===== src/rtl/frpm_pkg.sv =====
// Shared constants and types for the fault response and phase mode block.
package frpm_pkg;
  localparam int CLK_NS = 10;
  localparam int T_ON_RISE_NS = 1000;
  localparam int HICCUP_MULT = 7;
  localparam int HICCUP_CYC = HICCUP_MULT * T_ON_RISE_NS / CLK_NS;
  localparam int SW_PERIOD_NS = 2000;
  localparam int SW_DIV_CYC = SW_PERIOD_NS / CLK_NS;
  localparam logic [2:0] OC_TRIP = 3'h7;
  localparam logic [1:0] PWM_TRI = 2'h0;
  localparam logic [1:0] PWM_LOW = 2'h1;
  localparam logic [1:0] PWM_RUN = 2'h2;
  localparam logic [1:0] SS_BEFORE = 2'h0;
  localparam logic [1:0] SS_DURING = 2'h1;
  localparam logic [1:0] SS_AFTER = 2'h2;
  localparam logic [1:0] MODE_DUAL = 2'h0;
  localparam logic [1:0] MODE_TWO = 2'h1;
  localparam logic [1:0] MODE_THREE = 2'h2;
  localparam logic [1:0] MODE_FOUR = 2'h3;
  localparam int HTRANS_ACT_BIT = 1;
  localparam logic [2:0] HSIZE_WORD = 3'h2;
  localparam logic [7:0] A_CTRL = 8'h00;
  localparam logic [7:0] A_STAT = 8'h04;
  localparam logic [7:0] A_MASK = 8'h08;
  localparam logic [7:0] A_VIEW = 8'h0c;
  localparam int EV_OC = 0;
  localparam int EV_VIN = 1;
  localparam int EV_UV = 2;
  localparam int EV_OV = 3;
  localparam int EV_OT = 4;
  localparam int EV_JOT = 5;
  localparam int EV_EXT = 6;
  localparam int EV_W = 7;
  localparam int NCH = 2;
  typedef enum logic [2:0] {
    CH_OFF = 3'b000, CH_RUN = 3'b001, CH_HOLD = 3'b010, CH_LATCH = 3'b011, CH_OVLOW = 3'b100
  } frpm_ch_st_t;
  typedef enum logic [2:0] {
    ROLE_MASTER = 3'b000, ROLE_SLAVE1 = 3'b001, ROLE_SLAVE2 = 3'b010, ROLE_SLAVE3 = 3'b011,
    ROLE_INDEP = 3'b100
  } frpm_role_t;
  typedef struct packed {
    logic dev2;
    logic [1:0] mode;
    logic ov_track;
    logic oc_latch;
    logic [1:0] en;
  } frpm_ctrl_t;
  localparam frpm_ctrl_t CTRL_RST = '0;
  typedef struct packed {
    logic [1:0] fault_line;
    logic [1:0] et_cool;
    logic [1:0] et_hot;
    logic [1:0] fb_over;
    logic [1:0] fb_under;
    logic [1:0] oc_over;
    logic j_cool;
    logic j_hot;
    logic v_off;
    logic v_on;
  } frpm_pins_t;
  typedef struct packed {
    frpm_role_t role1;
    frpm_role_t role0;
    frpm_ch_st_t st1;
    frpm_ch_st_t st0;
    logic [1:0] flt_low;
    logic [1:0] pull;
  } frpm_view_t;
endpackage : frpm_pkg


===== src/rtl/frpm_chan.sv =====
// One channel: fault classification, shutdown response and restart sequencing.
//
// Local design decisions: the placing of the registers and the AHB-Lite register port.
module frpm_chan (
  input wire logic hclk,
  input wire logic hresetn,
  input wire logic tick,
  input wire logic en,
  input wire logic oc_latch,
  input wire logic ov_track,
  input wire logic vsense_en,
  input wire logic [1:0] ss_phase,
  input wire logic oc_over,
  input wire logic fb_under,
  input wire logic fb_over,
  input wire logic et_hot,
  input wire logic et_cool,
  input wire logic input_on_threshold,
  input wire logic input_off_threshold,
  input wire logic j_hot,
  input wire logic j_cool,
  input wire logic flt_low,
  output logic [1:0] pwm,
  output logic pull,
  output logic ss_start,
  output logic cbc_limit,
  output logic [frpm_pkg::EV_W-1:0] ev,
  output frpm_pkg::frpm_ch_st_t st
);
  localparam logic [9:0] HIC_LAST = 10'(frpm_pkg::HICCUP_CYC - 1);
  typedef struct packed {
    frpm_pkg::frpm_ch_st_t st;
    logic [1:0] pwm;
    logic pull;
    logic ss_start;
    logic cbc;
    logic armed;
    logic w_tmr;
    logic w_ot;
    logic w_jot;
    logic w_vin;
    logic [2:0] oc_cnt;
    logic [9:0] hic;
    logic [frpm_pkg::EV_W-1:0] ev;
  } frpm_cs_t;
  frpm_cs_t r;
  frpm_cs_t n;
  logic after;
  logic oc_f;
  logic uv_f;
  logic ov_f;
  logic vin_f;
  logic own;
  logic waiting;

  // ----------------------------------------------------------------
  // Next-state logic
  // ----------------------------------------------------------------
  always_comb begin
    n = r;
    n.ss_start = 1'b0;
    n.ev = '0;
    after = ss_phase == frpm_pkg::SS_AFTER;
    oc_f = tick && oc_over && after && r.oc_cnt == frpm_pkg::OC_TRIP - 3'h1; // [RULE7] [RULE14]
    uv_f = fb_under && after && vsense_en; // [RULE16] [RULE13]
    ov_f = fb_over && vsense_en && (after || !ov_track); // [RULE8]
    vin_f = r.armed && input_off_threshold; // [RULE17]
    own = oc_f || uv_f || vin_f || et_hot || j_hot;
    waiting = r.w_tmr || r.w_ot || r.w_jot || r.w_vin;
    if (input_on_threshold) begin
      n.armed = 1'b1;
    end
    if (tick) begin
      n.oc_cnt = (oc_over && after && r.st == frpm_pkg::CH_RUN) ? r.oc_cnt + 3'h1 : 3'h0;
    end
    case (r.st)
      frpm_pkg::CH_OFF: begin
        if (en && !flt_low) begin
          n.st = frpm_pkg::CH_RUN;
          n.ss_start = 1'b1;
        end
      end
      frpm_pkg::CH_RUN: begin
        if (!en) begin
          n.st = frpm_pkg::CH_OFF;
        end else if (ov_f) begin
          n.st = frpm_pkg::CH_OVLOW; // [RULE8]
          n.ev[frpm_pkg::EV_OV] = 1'b1;
        end else if (own) begin
          n.pull = 1'b1; // [RULE1]
          n.ev[frpm_pkg::EV_OC] = oc_f;
          n.ev[frpm_pkg::EV_UV] = uv_f;
          n.ev[frpm_pkg::EV_VIN] = vin_f;
          n.ev[frpm_pkg::EV_OT] = et_hot;
          n.ev[frpm_pkg::EV_JOT] = j_hot;
          n.w_tmr = (oc_f || uv_f) && !oc_latch; // [RULE6]
          n.w_ot = et_hot; // [RULE9]
          n.w_jot = j_hot; // [RULE18]
          n.w_vin = vin_f; // [RULE17]
          n.hic = '0;
          if (vin_f) begin
            n.armed = 1'b0;
          end
          n.st = ((oc_f || uv_f) && oc_latch) ? frpm_pkg::CH_LATCH : frpm_pkg::CH_HOLD; // [RULE5]
        end else if (flt_low) begin
          n.st = frpm_pkg::CH_HOLD; // [RULE2] [RULE3]
          n.ev[frpm_pkg::EV_EXT] = 1'b1;
        end
      end
      frpm_pkg::CH_HOLD: begin
        if (r.w_tmr) begin
          n.hic = r.hic + 10'h1;
          if (r.hic == HIC_LAST) begin
            n.w_tmr = 1'b0;
          end
        end
        if (et_cool) begin
          n.w_ot = 1'b0;
        end
        if (j_cool) begin
          n.w_jot = 1'b0;
        end
        if (r.armed) begin
          n.w_vin = 1'b0;
        end
        // The line is held only while our own cause lasts, so peers can rejoin.
        n.pull = n.w_tmr || n.w_ot || n.w_jot || n.w_vin;
        if (!en) begin
          n.st = frpm_pkg::CH_OFF;
        end else if (!waiting && !r.pull && !flt_low) begin
          n.st = frpm_pkg::CH_RUN; // [RULE4] [RULE15]
          n.ss_start = 1'b1;
        end
      end
      frpm_pkg::CH_LATCH, frpm_pkg::CH_OVLOW: begin
        if (!en) begin
          n.st = frpm_pkg::CH_OFF;
        end
      end
      default: begin
        n.st = frpm_pkg::CH_OFF;
      end
    endcase
    if (n.st == frpm_pkg::CH_OFF) begin
      n.pull = 1'b0;
      n.w_tmr = 1'b0;
      n.w_ot = 1'b0;
      n.w_jot = 1'b0;
      n.w_vin = 1'b0;
      n.oc_cnt = '0;
    end
    n.pwm = (n.st == frpm_pkg::CH_RUN) ? frpm_pkg::PWM_RUN :
            (n.st == frpm_pkg::CH_OVLOW) ? frpm_pkg::PWM_LOW : frpm_pkg::PWM_TRI;
    n.cbc = n.st == frpm_pkg::CH_RUN && ss_phase == frpm_pkg::SS_DURING && oc_over; // [RULE7]
  end

  always_ff @(posedge hclk or negedge hresetn) begin
    if (!hresetn) begin
      r <= '0;
    end else begin
      r <= n;
    end
  end

  assign pwm = r.pwm;
  assign pull = r.pull;
  assign ss_start = r.ss_start;
  assign cbc_limit = r.cbc;
  assign ev = r.ev;
  assign st = r.st;
endmodule : frpm_chan


===== src/rtl/frpm_top.sv =====
// Fault response and phase role block with an AHB-Lite register slave.
// Function
// RULE1 - Own faults pull the channel fault line low.
// RULE2 - Externally low fault line shuts channel off.
// RULE3 - Fault on any rail phase stops all.
// RULE4 - Restart only after all phases release line.
// RULE5 - Current above threshold flags fault, PWM tri-state.
// RULE6 - One setting picks latch or hiccup.
// RULE7 - Current fault only after soft-start; limit during.
// RULE8 - Overvoltage drives PWM low, latches; fixed early.
// RULE9 - External overtemperature tri-states, retries when cool.
// RULE10 - Dual masters; two-phase master plus slave.
// RULE11 - Three-phase roles across two devices.
// RULE12 - Four-phase roles across two devices.
// RULE13 - Only master channels sense output voltage; the code also senses on the independent channel (ROLE_INDEP).
// RULE14 - Seven consecutive overcurrents trip, hiccup default.
// RULE15 - Junction cool restarts with fresh soft-start.
// RULE16 - Output undervoltage ignored until soft-start done.
// RULE17 - Input undervoltage needs arming; tri-state, no hiccup.
// RULE18 - Junction overtemperature tri-states in every phase.
module frpm_top (
  input wire logic hclk,
  input wire logic hresetn,
  input wire logic hsel,
  input wire logic [31:0] haddr,
  input wire logic [1:0] htrans,
  input wire logic hwrite,
  input wire logic [2:0] hsize,
  input wire logic [31:0] hwdata,
  input wire logic hready,
  output logic hreadyout,
  output logic [31:0] hrdata,
  output logic hresp,
  input wire logic [3:0] soft_start_phase,
  input wire logic [1:0] current_sense_over,
  input wire logic [1:0] feedback_input_under,
  input wire logic [1:0] feedback_input_over,
  input wire logic [1:0] ext_temp_sense_input_hot,
  input wire logic [1:0] ext_temp_sense_input_cool,
  input wire logic input_on_threshold_hit,
  input wire logic input_off_threshold_hit,
  input wire logic junction_overtemp_fault,
  input wire logic junction_cool,
  input wire logic [1:0] fault_line_in,
  output logic [1:0] fault_line_out,
  output logic [1:0] fault_line_oe,
  output logic [3:0] pwm_state,
  output logic [1:0] soft_start_req,
  output logic [1:0] cbc_limit,
  output logic irq
);
  localparam int SW = 2 * frpm_pkg::EV_W;
  localparam logic [7:0] DIV_LAST = 8'(frpm_pkg::SW_DIV_CYC - 1);

  typedef struct packed {
    frpm_pkg::frpm_pins_t s1;
    frpm_pkg::frpm_pins_t s2;
    logic [7:0] div;
    logic tick;
    logic a_wr;
    logic [7:0] a_off;
    frpm_pkg::frpm_ctrl_t ctrl;
    logic [SW-1:0] stat;
    logic [SW-1:0] mask;
    logic [31:0] rdata;
    logic irq;
  } frpm_top_st_t;

  frpm_top_st_t r;
  frpm_top_st_t n;
  frpm_pkg::frpm_pins_t pin_raw;
  frpm_pkg::frpm_view_t view;
  frpm_pkg::frpm_role_t role [frpm_pkg::NCH];
  frpm_pkg::frpm_ch_st_t ch_st [frpm_pkg::NCH];
  logic [frpm_pkg::NCH-1:0] vs_en;
  logic [SW-1:0] ev_all;
  logic [SW-1:0] clr;

  // ----------------------------------------------------------------
  // Channel roles
  // ----------------------------------------------------------------
  function automatic frpm_pkg::frpm_role_t role_of(input logic [1:0] mode, input logic dev2,
                                                   input logic ch);
    case (mode)
      frpm_pkg::MODE_TWO: role_of = ch ? frpm_pkg::ROLE_SLAVE1 : frpm_pkg::ROLE_MASTER;
      frpm_pkg::MODE_THREE: begin
        if (dev2) begin
          role_of = ch ? frpm_pkg::ROLE_INDEP : frpm_pkg::ROLE_SLAVE1;
        end else begin
          role_of = ch ? frpm_pkg::ROLE_SLAVE2 : frpm_pkg::ROLE_MASTER;
        end
      end
      frpm_pkg::MODE_FOUR: begin
        if (dev2) begin
          role_of = ch ? frpm_pkg::ROLE_SLAVE3 : frpm_pkg::ROLE_SLAVE1;
        end else begin
          role_of = ch ? frpm_pkg::ROLE_SLAVE2 : frpm_pkg::ROLE_MASTER;
        end
      end
      default: role_of = frpm_pkg::ROLE_MASTER;
    endcase
  endfunction : role_of

  assign role[0] = role_of(r.ctrl.mode, r.ctrl.dev2, 1'b0); // [RULE10] [RULE11] [RULE12]
  assign role[1] = role_of(r.ctrl.mode, r.ctrl.dev2, 1'b1); // [RULE10] [RULE11] [RULE12]

  // Slaves have their feedback tied off, so their output-voltage checks are masked.
  generate
    for (genvar g = 0; g < frpm_pkg::NCH; g++) begin : g_vs
      assign vs_en[g] = role[g] == frpm_pkg::ROLE_MASTER || role[g] == frpm_pkg::ROLE_INDEP; // [RULE13]
    end
  endgenerate

  assign pin_raw = {fault_line_in, ext_temp_sense_input_cool, ext_temp_sense_input_hot,
                    feedback_input_over, feedback_input_under, current_sense_over,
                    junction_cool, junction_overtemp_fault, input_off_threshold_hit,
                    input_on_threshold_hit};
  assign view = {role[1], role[0], ch_st[1], ch_st[0], ~r.s2.fault_line, fault_line_oe};

  // ----------------------------------------------------------------
  // Registers, bus slave, synchronisers and switching-cycle divider
  // ----------------------------------------------------------------
  always_comb begin
    n = r;
    n.s1 = pin_raw;
    n.s2 = r.s1;
    n.tick = 1'b0;
    if (r.div == DIV_LAST) begin
      n.div = '0;
      n.tick = 1'b1;
    end else begin
      n.div = r.div + 8'h1;
    end
    clr = '0;
    if (r.a_wr) begin
      case (r.a_off)
        frpm_pkg::A_CTRL: n.ctrl = hwdata[$bits(frpm_pkg::frpm_ctrl_t)-1:0];
        frpm_pkg::A_STAT: clr = hwdata[SW-1:0];
        frpm_pkg::A_MASK: n.mask = hwdata[SW-1:0];
        default: ;
      endcase
    end
    // A new event in the clearing cycle survives the write-one-to-clear.
    n.stat = (r.stat & ~clr) | ev_all;
    n.irq = |(n.stat & n.mask);
    n.a_wr = 1'b0;
    if (hsel && hready && htrans[frpm_pkg::HTRANS_ACT_BIT]) begin
      n.a_wr = hwrite && hsize == frpm_pkg::HSIZE_WORD;
      n.a_off = haddr[7:0];
      case (haddr[7:0])
        frpm_pkg::A_CTRL: n.rdata = 32'(r.ctrl);
        frpm_pkg::A_STAT: n.rdata = 32'(r.stat);
        frpm_pkg::A_MASK: n.rdata = 32'(r.mask);
        frpm_pkg::A_VIEW: n.rdata = 32'(view);
        default: n.rdata = '0;
      endcase
    end
  end

  always_ff @(posedge hclk or negedge hresetn) begin
    if (!hresetn) begin
      r <= '0;
      // The fault lines idle high, so a zero here would read as a fault just after reset.
      r.s1.fault_line <= '1;
      r.s2.fault_line <= '1;
    end else begin
      r <= n;
    end
  end

  assign hreadyout = 1'b1;
  assign hresp = 1'b0;
  assign hrdata = r.rdata;
  assign irq = r.irq;
  assign fault_line_out = '0;

  // ----------------------------------------------------------------
  // Channels
  // ----------------------------------------------------------------
  // Both channels share the one response setting, so a slave follows a master on the same device.
  generate
    for (genvar g = 0; g < frpm_pkg::NCH; g++) begin : g_ch
      frpm_chan u_chan (
        .hclk(hclk),
        .hresetn(hresetn),
        .tick(r.tick),
        .en(r.ctrl.en[g]),
        .oc_latch(r.ctrl.oc_latch), // [RULE6]
        .ov_track(r.ctrl.ov_track),
        .vsense_en(vs_en[g]),
        .ss_phase(soft_start_phase[2*g +: 2]),
        .oc_over(r.s2.oc_over[g]),
        .fb_under(r.s2.fb_under[g]),
        .fb_over(r.s2.fb_over[g]),
        .et_hot(r.s2.et_hot[g]),
        .et_cool(r.s2.et_cool[g]),
        .input_on_threshold(r.s2.v_on),
        .input_off_threshold(r.s2.v_off),
        .j_hot(r.s2.j_hot),
        .j_cool(r.s2.j_cool),
        .flt_low(!r.s2.fault_line[g]),
        .pwm(pwm_state[2*g +: 2]),
        .pull(fault_line_oe[g]),
        .ss_start(soft_start_req[g]),
        .cbc_limit(cbc_limit[g]),
        .ev(ev_all[frpm_pkg::EV_W*g +: frpm_pkg::EV_W]),
        .st(ch_st[g])
      );
    end
  endgenerate
endmodule : frpm_top


===== config.mk =====
export PLATFORM = sky130hd
export DESIGN_NAME = frpm_top
export DESIGN_NICKNAME = d
export VERILOG_FILES = /design/src/rtl/frpm_pkg.sv /design/src/rtl/frpm_chan.sv /design/src/rtl/frpm_top.sv
export SDC_FILE = /design/constraint.sdc
export NUM_CORES = 1
export LEC_CHECK = 0
export BUFFER_PORTS_ARGS = -buffer_cell sky130_fd_sc_hd__buf_2
export CORE_ASPECT_RATIO = 1.1
export CORE_MARGIN = 2
export CORE_UTILIZATION = 56
export DETAILED_ROUTE_END_ITERATION = 6
export PLACE_DENSITY_LB_ADDON = 0.08
export SLEW_MARGIN = 20
export SYNTH_ARGS = -nofsm -noshare
export SYNTH_HDL_FRONTEND = slang
export SYNTH_SLANG_ARGS = --single-unit

===== constraint.sdc =====
create_clock -name hclk -period 2.9 [get_ports hclk]
set_input_delay 0.435 -clock hclk [delete_from_list [all_inputs] [get_ports hclk]]
set_output_delay 0.435 -clock hclk [all_outputs]
set_load 0.01 [all_outputs]

== Word-level counts from Yosys, hierarchy flattened ==
Index checks and enable logic that the tools add are counted.

* Logic and storage cells: 322
* Bits in registers: 184

* Bitwise logic cells: 5
* Equal/unequal tests: 46
* Reductions and logical operators: 90
* Multiplexer cells: 117
* Add/sub/neg operators: 5

{| class="wikitable"
|+ Operator list
! kind !! number
|-
| two-way mux 3 bit || 25
|-
| case mux 16 bit (4 select lines) || 1
|-
| two-way mux 14 bit || 4
|-
| two-way mux 1 bit || 52
|-
| two-way mux 10 bit || 4
|-
| case mux 10 bit (2 select lines) || 2
|-
| logical AND 1 bit || 37
|-
| two-way mux 17 bit || 2
|-
| two-way mux 5 bit || 6
|-
| AND 14 bit || 2
|-
| two-way mux 7 bit || 4
|-
| two-way mux 13 bit || 2
|-
| equality test 3 bit, second input constant || 8
|-
| equality test 8 x 4 -> 1 bit, second input constant || 3
|-
| logical OR 1 bit || 24
|-
| case mux 3 bit (4 select lines) || 2
|-
| adder 10 x 1 -> 10 bit, second input constant || 2
|-
| equality test 10 bit, second input constant || 2
|-
| logical NOT 3 bit || 6
|-
| equality test 8 x 3 -> 1 bit, second input constant || 2
|-
| logical NOT 8 bit || 2
|-
| case mux 4 bit (2 select lines) || 2
|-
| equality test 3 x 2 -> 1 bit, second input constant || 5
|-
| NOT 14 bit || 1
|-
| 25 further kinds || 63
|}

== Logic depth before layout (Yosys ltp) ==
Gate-level depths: netlist of run 1.

* Depth after elaboration: 17
* Depth in mapped cells: 10

== Modules after synthesis ==
Synthesis of run 1 repeated with hierarchy kept, for this count alone.

* Cells, all modules: 743
* Area, all modules: 8064.0 um2

{| class="wikitable"
|+ By module, submodules not included
! module !! area an instance (um2) !! times used !! seq. area each (um2) !! cells each
|-
| frpm_top || 4500.6 || 1 || 2557.5 || 371
|-
| frpm_chan || 1781.7 || 2 || 825.8 || 186
|}

== Least setup slack after synthesis of run 1 ==
No wires, ideal clock.

* Kind: register to register
* From: register r[73] in the netlist's numbering
* To: register r (netlist bit irq)
* Slack: 750 ps
* Required time: 2762 ps
* Period minus slack after synthesis: 2150 ps
* Arrival time: 2011 ps
* Cell stages (with the launch flop): 8
* Buffers on the path: 1
* Library setup time: 138 ps
* Cell sequence: dfrtp_1 nor4b_4 nand4b_4 buf_6 mux2_4 o21ai_2 o2111ai_1 or4b_1

{| class="wikitable"
|+ RTL lines
! what !! RTL line !! RTL
|-
| start: declaration || frpm_top.sv:69 || <nowiki>frpm_top_st_t r;</nowiki>
|-
| start signal: assignment || frpm_top.sv:167 || <nowiki>r <= n;</nowiki>
|}

==> results of run 1 <==
-- worst min path at each step --
stage / from / endpoint / slack, ns
floorplan: hresetn / g_ch[0].u_chan.cbc_limit / 0.14
global placement: n[91] / r[91] / 0.33
detailed placement: n[89] / r[89] / 0.34
CTS: hresetn / hrdata[9] / 0.001
global route: hresetn / hrdata[7] / 0.04
finish: hresetn / hrdata[9] / -0.02
-- final cells by class --
cell class / count / area, µm² / share of cell area
inverter: 22 / 82.6 / 0.00959
clock inverter: 11 / 244 / 0.0283
sequential: 168 / 4210 / 0.489
timing repair buffer: 87 / 479 / 0.0556
clock buffer: 20 / 447 / 0.0519
tap: 161 / 201 / 0.0234
multi-input combinational: 436 / 2950 / 0.343
-- through the flow --
stage	utilization	cell area [µm²]	setup slack, ns
2_1_floorplan	-	7670	0.750
3_3_place_gp	0.600	7920	0.357
3_5_place_dp	0.600	7920	0.299
4_1_cts	0.652	8610	0.347
5_1_grt	0.652	8610	0.274
6_report	0.652	8610	0.400
-- worst register-to-register path, stage by stage (launching register included) --
cell	delay (ns)
dfrtp_1	0.41
nor4b_4	0.41
nand4b_4	0.36
mux2_1	0.44
o21ai_0	0.13
o2111ai_1	0.14
or4b_1	0.50
-- cell usage in the layout, fill, tap and decap left out, types with 8 or more instances in the layout --
| master | count |
|---|---|
| and3_1 | 9 |
| buf_2 | 76 |
| conb_1 | 20 |
| inv_1 | 22 |
| a22oi_1 | 8 |
| nand2b_1 | 12 |
| nand4_1 | 9 |
| nor2b_1 | 12 |
| nor2_1 | 49 |
| o21ai_0 | 26 |
| or2_2 | 15 |
| a21oi_1 | 20 |
| nor3_1 | 12 |
| clkbuf_16 | 17 |
| mux2_2 | 26 |
| nand3_1 | 21 |
| dfrtp_1 | 164 |
| buf_4 | 9 |
| a22o_1 | 9 |
| a211oi_1 | 9 |
| nand2_1 | 49 |
-- flip-flops by register name, summed over array words and instances, names as in the netlist --
name,cells
g_ch.u_chan.pwm,4
hrdata,16
irq,1
g_ch.u_chan.st,6
n,16
g_ch.u_chan.pull,2
r,69
g_ch.u_chan.cbc_limit,2
g_ch.u_chan.ss_start,2
g_ch.u_chan.ev,14
g_ch.u_chan.r,36
-- report_power, final --
group / switching [mW] / total [mW] / leakage, nW / internal, mW
Combinational: 0.129 / 0.217 / 1.58 / 0.0888
Clock: 0.886 / 2.61 / 0.331 / 1.73
Sequential: 0.0430 / 2.45 / 2.09 / 2.40
-- routing by layer --
metal / track usage / share of wire
met5: 0 / 0
met4: 0.0985 / 0.017
met3: 0.0404 / 0.041
met2: 0.365 / 0.49
met1: 0.299 / 0.45
-- cell families (layout without fill, tap and decap cells) --
logic type | count (synthesis) | count (layout)
other | 2 | 20
xor gates and xnor gates | 13 | 13
DFF | 168 | 168
muxes | 40 | 40
buffers and inverters | 87 | 140
and+or+nand+nor | 234 | 234
adders and majority gates | 7 | 7
AOI/OAI and AO/OA | 122 | 122
==> impl_metrics.yaml, run 1 <==
logic_synthesis:
  yosysMostFrequentCell: "dfrtp_1"
  synth-compound-area-share: 0.110
  synth_area_leaders: "dfrtp_1 54%, buf_4 4.6%, mux2_2 3.8%, nand2_1 2.4%, nor2_1 2.4%"
  synthAdderAreaFrac: 0.0115
  synth-seq-cells: 168
  yosysTopAreaCellShare: 0.540
  synthTopCellsByCount: "164 x dfrtp_1, 49 x nand2_1, 49 x nor2_1"
  synth-simple-area-share: 0.171
  synth_top_cell_by_area: "dfrtp_1"
  synth.area.mux_share: 0.0706
  syn_avg_cell_area_um2: 11.3
  synth-main-ff-cell: "dfrtp_1"
  netlist_instances: 673
  yosysSeqAreaShare: 0.553
  yosysUniqueCellTypes: 74
  netlist_area_um2: 7610
  synth_top_family_by_area: "simple AND/OR/NAND/NOR gates"
  yosys_warnings: 0
  synth_xor_area_frac: 0.0150
  synthArstFlopShare: 1.00
  synth_edf_count: 0
floorplanning:
  die_h_um: 126
  start_util: 0.576
  core.rowCount: 44
  dieArea_um2: 14500
  die_w_um: 115
  pin_count: 141
  coreArea_um2: 13200
timing:
  whs_ns: -0.0208
  timing.fmax_mhz: 400
  rsz0062_at_grt: "false"
  fin_crit_ns: 2.50
  finalSetupTns_ns: 0
  setup_viol: 0
  finalCritPeriodShare: 0.862
  worstMarginPinSlew_ns: 0.759
  drv_slew: 0
  relSlewSlack: 0.492
  skew_ns: 0.0108
  hold_viol: 11
setup_path:
  r2r-start: "r[73]"
  cp_cell_sequence: "nor4b_4, nand4b_4, mux2_1, o21ai_0, o2111ai_1, or4b_1"
  crit_buf_inv: 0
  path_delay_family: "simple AND/OR/NAND/NOR gates"
  rrSetupSlack_ns: 0.40
  crit_end: "irq"
  reg2regPathDepth: 6
  max_stage_delay_ns: 0.50
  critPathLaunch: "r[73]"
  cp_slowest_cell: "or4b_1"
  end_kind: "register"
  cp_max_fo: 14
  worstSetupPathType: "reg -> reg"
  worst-path-stages: 6
  cp.required_ns: 3.20
  cp.arrival_ns: 2.80
  startpoint_type: "register"
  rr_endpoint: "irq"
grt:
  grt_use_total: 0.225
  antenna_found_initial: 0
  grt_pass1_vias: 5231
  gr-total-overflow: 0
  grt_first_pass_wirelength_um: 25700
  grt_max_degree: 65
power:
  power_per_cell_area_nw_per_um2: 612
  leakage_nw: 4.00
  irDropWorstVdd_mv: 0.450
  power_mw: 5.28
clock_tree:
  cts_hold_buf: 0
  post_cts_resized: 0
  path_clk_slew_ns: 0.06
  clk_latency_ns: 0.43
  cts_tree: "yes"
  cts_buffers: 17
  ctsRootBufferMaster: "clkbuf_16"
  post_cts.repair.setup_buffers: 0
  numClockSinks: 168
  htree_levels: 4
  clock_path_buffers: 2
place:
  hpwl_um: 10800
  port-buffer-count: 77
  dpl.cell_count: 874
  place.gp.congestion: 0.852
status:
  violations: "hold timing"
  outcome: "complete, but fails checks"
finish:
  area_growth_pct: 13.3
  final_cells: 905
  num_antenna_cells: 0
  fillCellCount: 1051
  nets: 833
  drive_gt1_frac: 0.251
route:
  drt_wl_total_um: 15100
  first_pass_iters: 5
  route.detailed.wl_per_inst_um: 16.6
  drc_errors: 0
  vias: 5091
  via_per_inst: 5.63
  drtAntennaViolNets: 0
  drtIter0Drc: 296
run:
  drv_cap: 0
min_path:
  hp-class: "in -> async"
Power figures use the tool's default switching activity.
==> run 2, diff against run 1 <==
==> constraint.sdc (replaced) <==
create_clock -name hclk -period 2.8 [get_ports hclk]
set_input_delay 0.42 -clock hclk [delete_from_list [all_inputs] [get_ports hclk]]
set_output_delay 0.42 -clock hclk [all_outputs]
set_load 0.01 [all_outputs]
==> impl_metrics.yaml, run 2 (same netlist as run 1, synthesis figures left out) <==
floorplanning:
  dieArea_um2: 14500
  core.rowCount: 44
  coreArea_um2: 13200
  pin_count: 141
  start_util: 0.576
  die_h_um: 126
  die_w_um: 115
finish:
  layout_common_cells: "164 x dfrtp_1, 76 x buf_2, 49 x nor2_1, 49 x nand2_1"
  area_growth_pct: 13.6
  largest-register: "r"
  num_antenna_cells: 0
  fillCellCount: 1039
  nets: 838
  mostFrequentLayoutCell: "dfrtp_1"
  utilization: 0.654
  multi_input_area_um2: 2950
  largest_reg_flops: 69
  regArea_um2: 4210
  reg.largest.list: "r x69, g_ch.u_chan.r x36"
  drive_gt1_frac: 0.257
timing:
  hold_viol: 0
  setup_viol: 0
  fin_crit_ns: 2.51
  rsz0062_at_grt: "false"
  relSlewSlack: 0.523
  finalSetupTns_ns: 0
  finalCritPeriodShare: 0.897
  drv_slew: 0
  worstMarginPinSlew_ns: 0.712
  skew_ns: 0.00678
  timing.fmax_mhz: 398
clock_tree:
  post_cts.repair.setup_buffers: 0
  cts_buffers: 17
  cts_tree: "yes"
  clk_latency_ns: 0.42
  post_cts_resized: 0
  clock_path_buffers: 2
  cts_hold_buf: 1
  ctsRootBufferMaster: "clkbuf_16"
  numClockSinks: 168
  path_clk_slew_ns: 0.06
  htree_levels: 4
setup_path:
  end_kind: "register"
  worstSetupPathType: "reg -> reg"
  cp.required_ns: 3.09
  startpoint_type: "register"
  cp.arrival_ns: 2.80
  cp_max_fo: 14
route:
  via_per_inst: 5.63
  drtAntennaViolNets: 0
  vias: 5129
  first_pass_iters: 5
  drt_wl_total_um: 15000
  drtIter0Drc: 338
  route.detailed.wl_per_inst_um: 16.4
  drc_errors: 0
power:
  clkPwrFrac: 0.489
  internal_power_mw: 4.30
  irDropWorstVdd_mv: 0.428
  combPwrFrac: 0.042
  p_sw_frac: 0.203
  power_per_cell_area_nw_per_um2: 624
  p_switching_mw: 1.09
  leakage_nw: 4.02
  power_frac_seq: 0.469
grt:
  grt_max_degree: 93
  grt_first_pass_wirelength_um: 25000
  grt_pass1_vias: 5188
  gr-total-overflow: 0
  grt_use_total: 0.221
  antenna_found_initial: 0
status:
  outcome: "finished, final reports clean"
place:
  port-buffer-count: 77
  hpwl_um: 10900
  place.gp.congestion: 0.842
run:
  drv_cap: 0
min_path:
  hp-class: "in -> reg"
[run 2: path summary, 6_finish.rpt]
check                       endpoint  cells after the start              from  slack [ns]
setup / recovery                 irq                      6             r[73]        0.29
hold / removal                n[101]                      1  fault_line_in[1]        0.09
setup reg to reg                 irq                      6             r[73]        0.29
hold reg to reg                r[90]                      0             n[90]        0.34
max in group asynchronous     r[100]                      3           hresetn        1.50
min in group asynchronous  hrdata[7]                      2           hresetn        0.47
[run 2: worst max-delay path: stages (launching register included)]
cell and delay (ns):
dfrtp_1 0.40, nor4b_4 0.38, nand4b_4 0.36, mux2_1 0.43, o21ai_0 0.13, o2111ai_1 0.15, or4b_1 0.52
[run 2: power groups by stage]
stage / registers [mW] / clock network, mW / logic (mW)
detailed placement: 2.58 / 0 / 0.228
global placement: 2.57 / 0 / 0.222
CTS: 2.53 / 2.68 / 0.230
floorplan: 2.57 / 0 / 0.135
finish: 2.53 / 2.64 / 0.225
global route: 2.54 / 2.78 / 0.254
[run 2: layer usage]
layer / up-vias / track usage / wire length, µm
li1: 2456 / - / -
met1: 2509 / 0.284 / 6560
met2: 135 / 0.363 / 7400
met3: 29 / 0.0500 / 645
met4: 0 / 0.0893 / 352
met5: - / 0 / 0
[run 2: cell type report]
| class | count | share of cell area |
|---|---|---|
| clock buffer | 20 | 0.0529 |
| clock inverter | 12 | 0.0255 |
| inverter | 22 | 0.00956 |
| timing repair buffer | 92 | 0.0601 |
| sequential | 168 | 0.487 |
| multi-input combinational | 436 | 0.342 |
| tap | 161 | 0.0233 |
[run 2: per-stage QoR]
stage / power (mW) / hold slack, ns / std cells / setup WS (ns) / cell area [µm²]
4_1_cts: 5.45 / 0.0784 / 911 / 0.267 / 8640
5_1_grt: 5.57 / 0.0736 / 911 / 0.178 / 8640
3_5_place_dp: 2.81 / 0.335 / 878 / 0.275 / 7950
2_1_floorplan: 2.70 / 0.124 / 691 / 0.650 / 7670
6_report: 5.40 / 0.0925 / 911 / 0.289 / 8640
3_3_place_gp: 2.80 / 0.333 / 878 / 0.296 / 7950
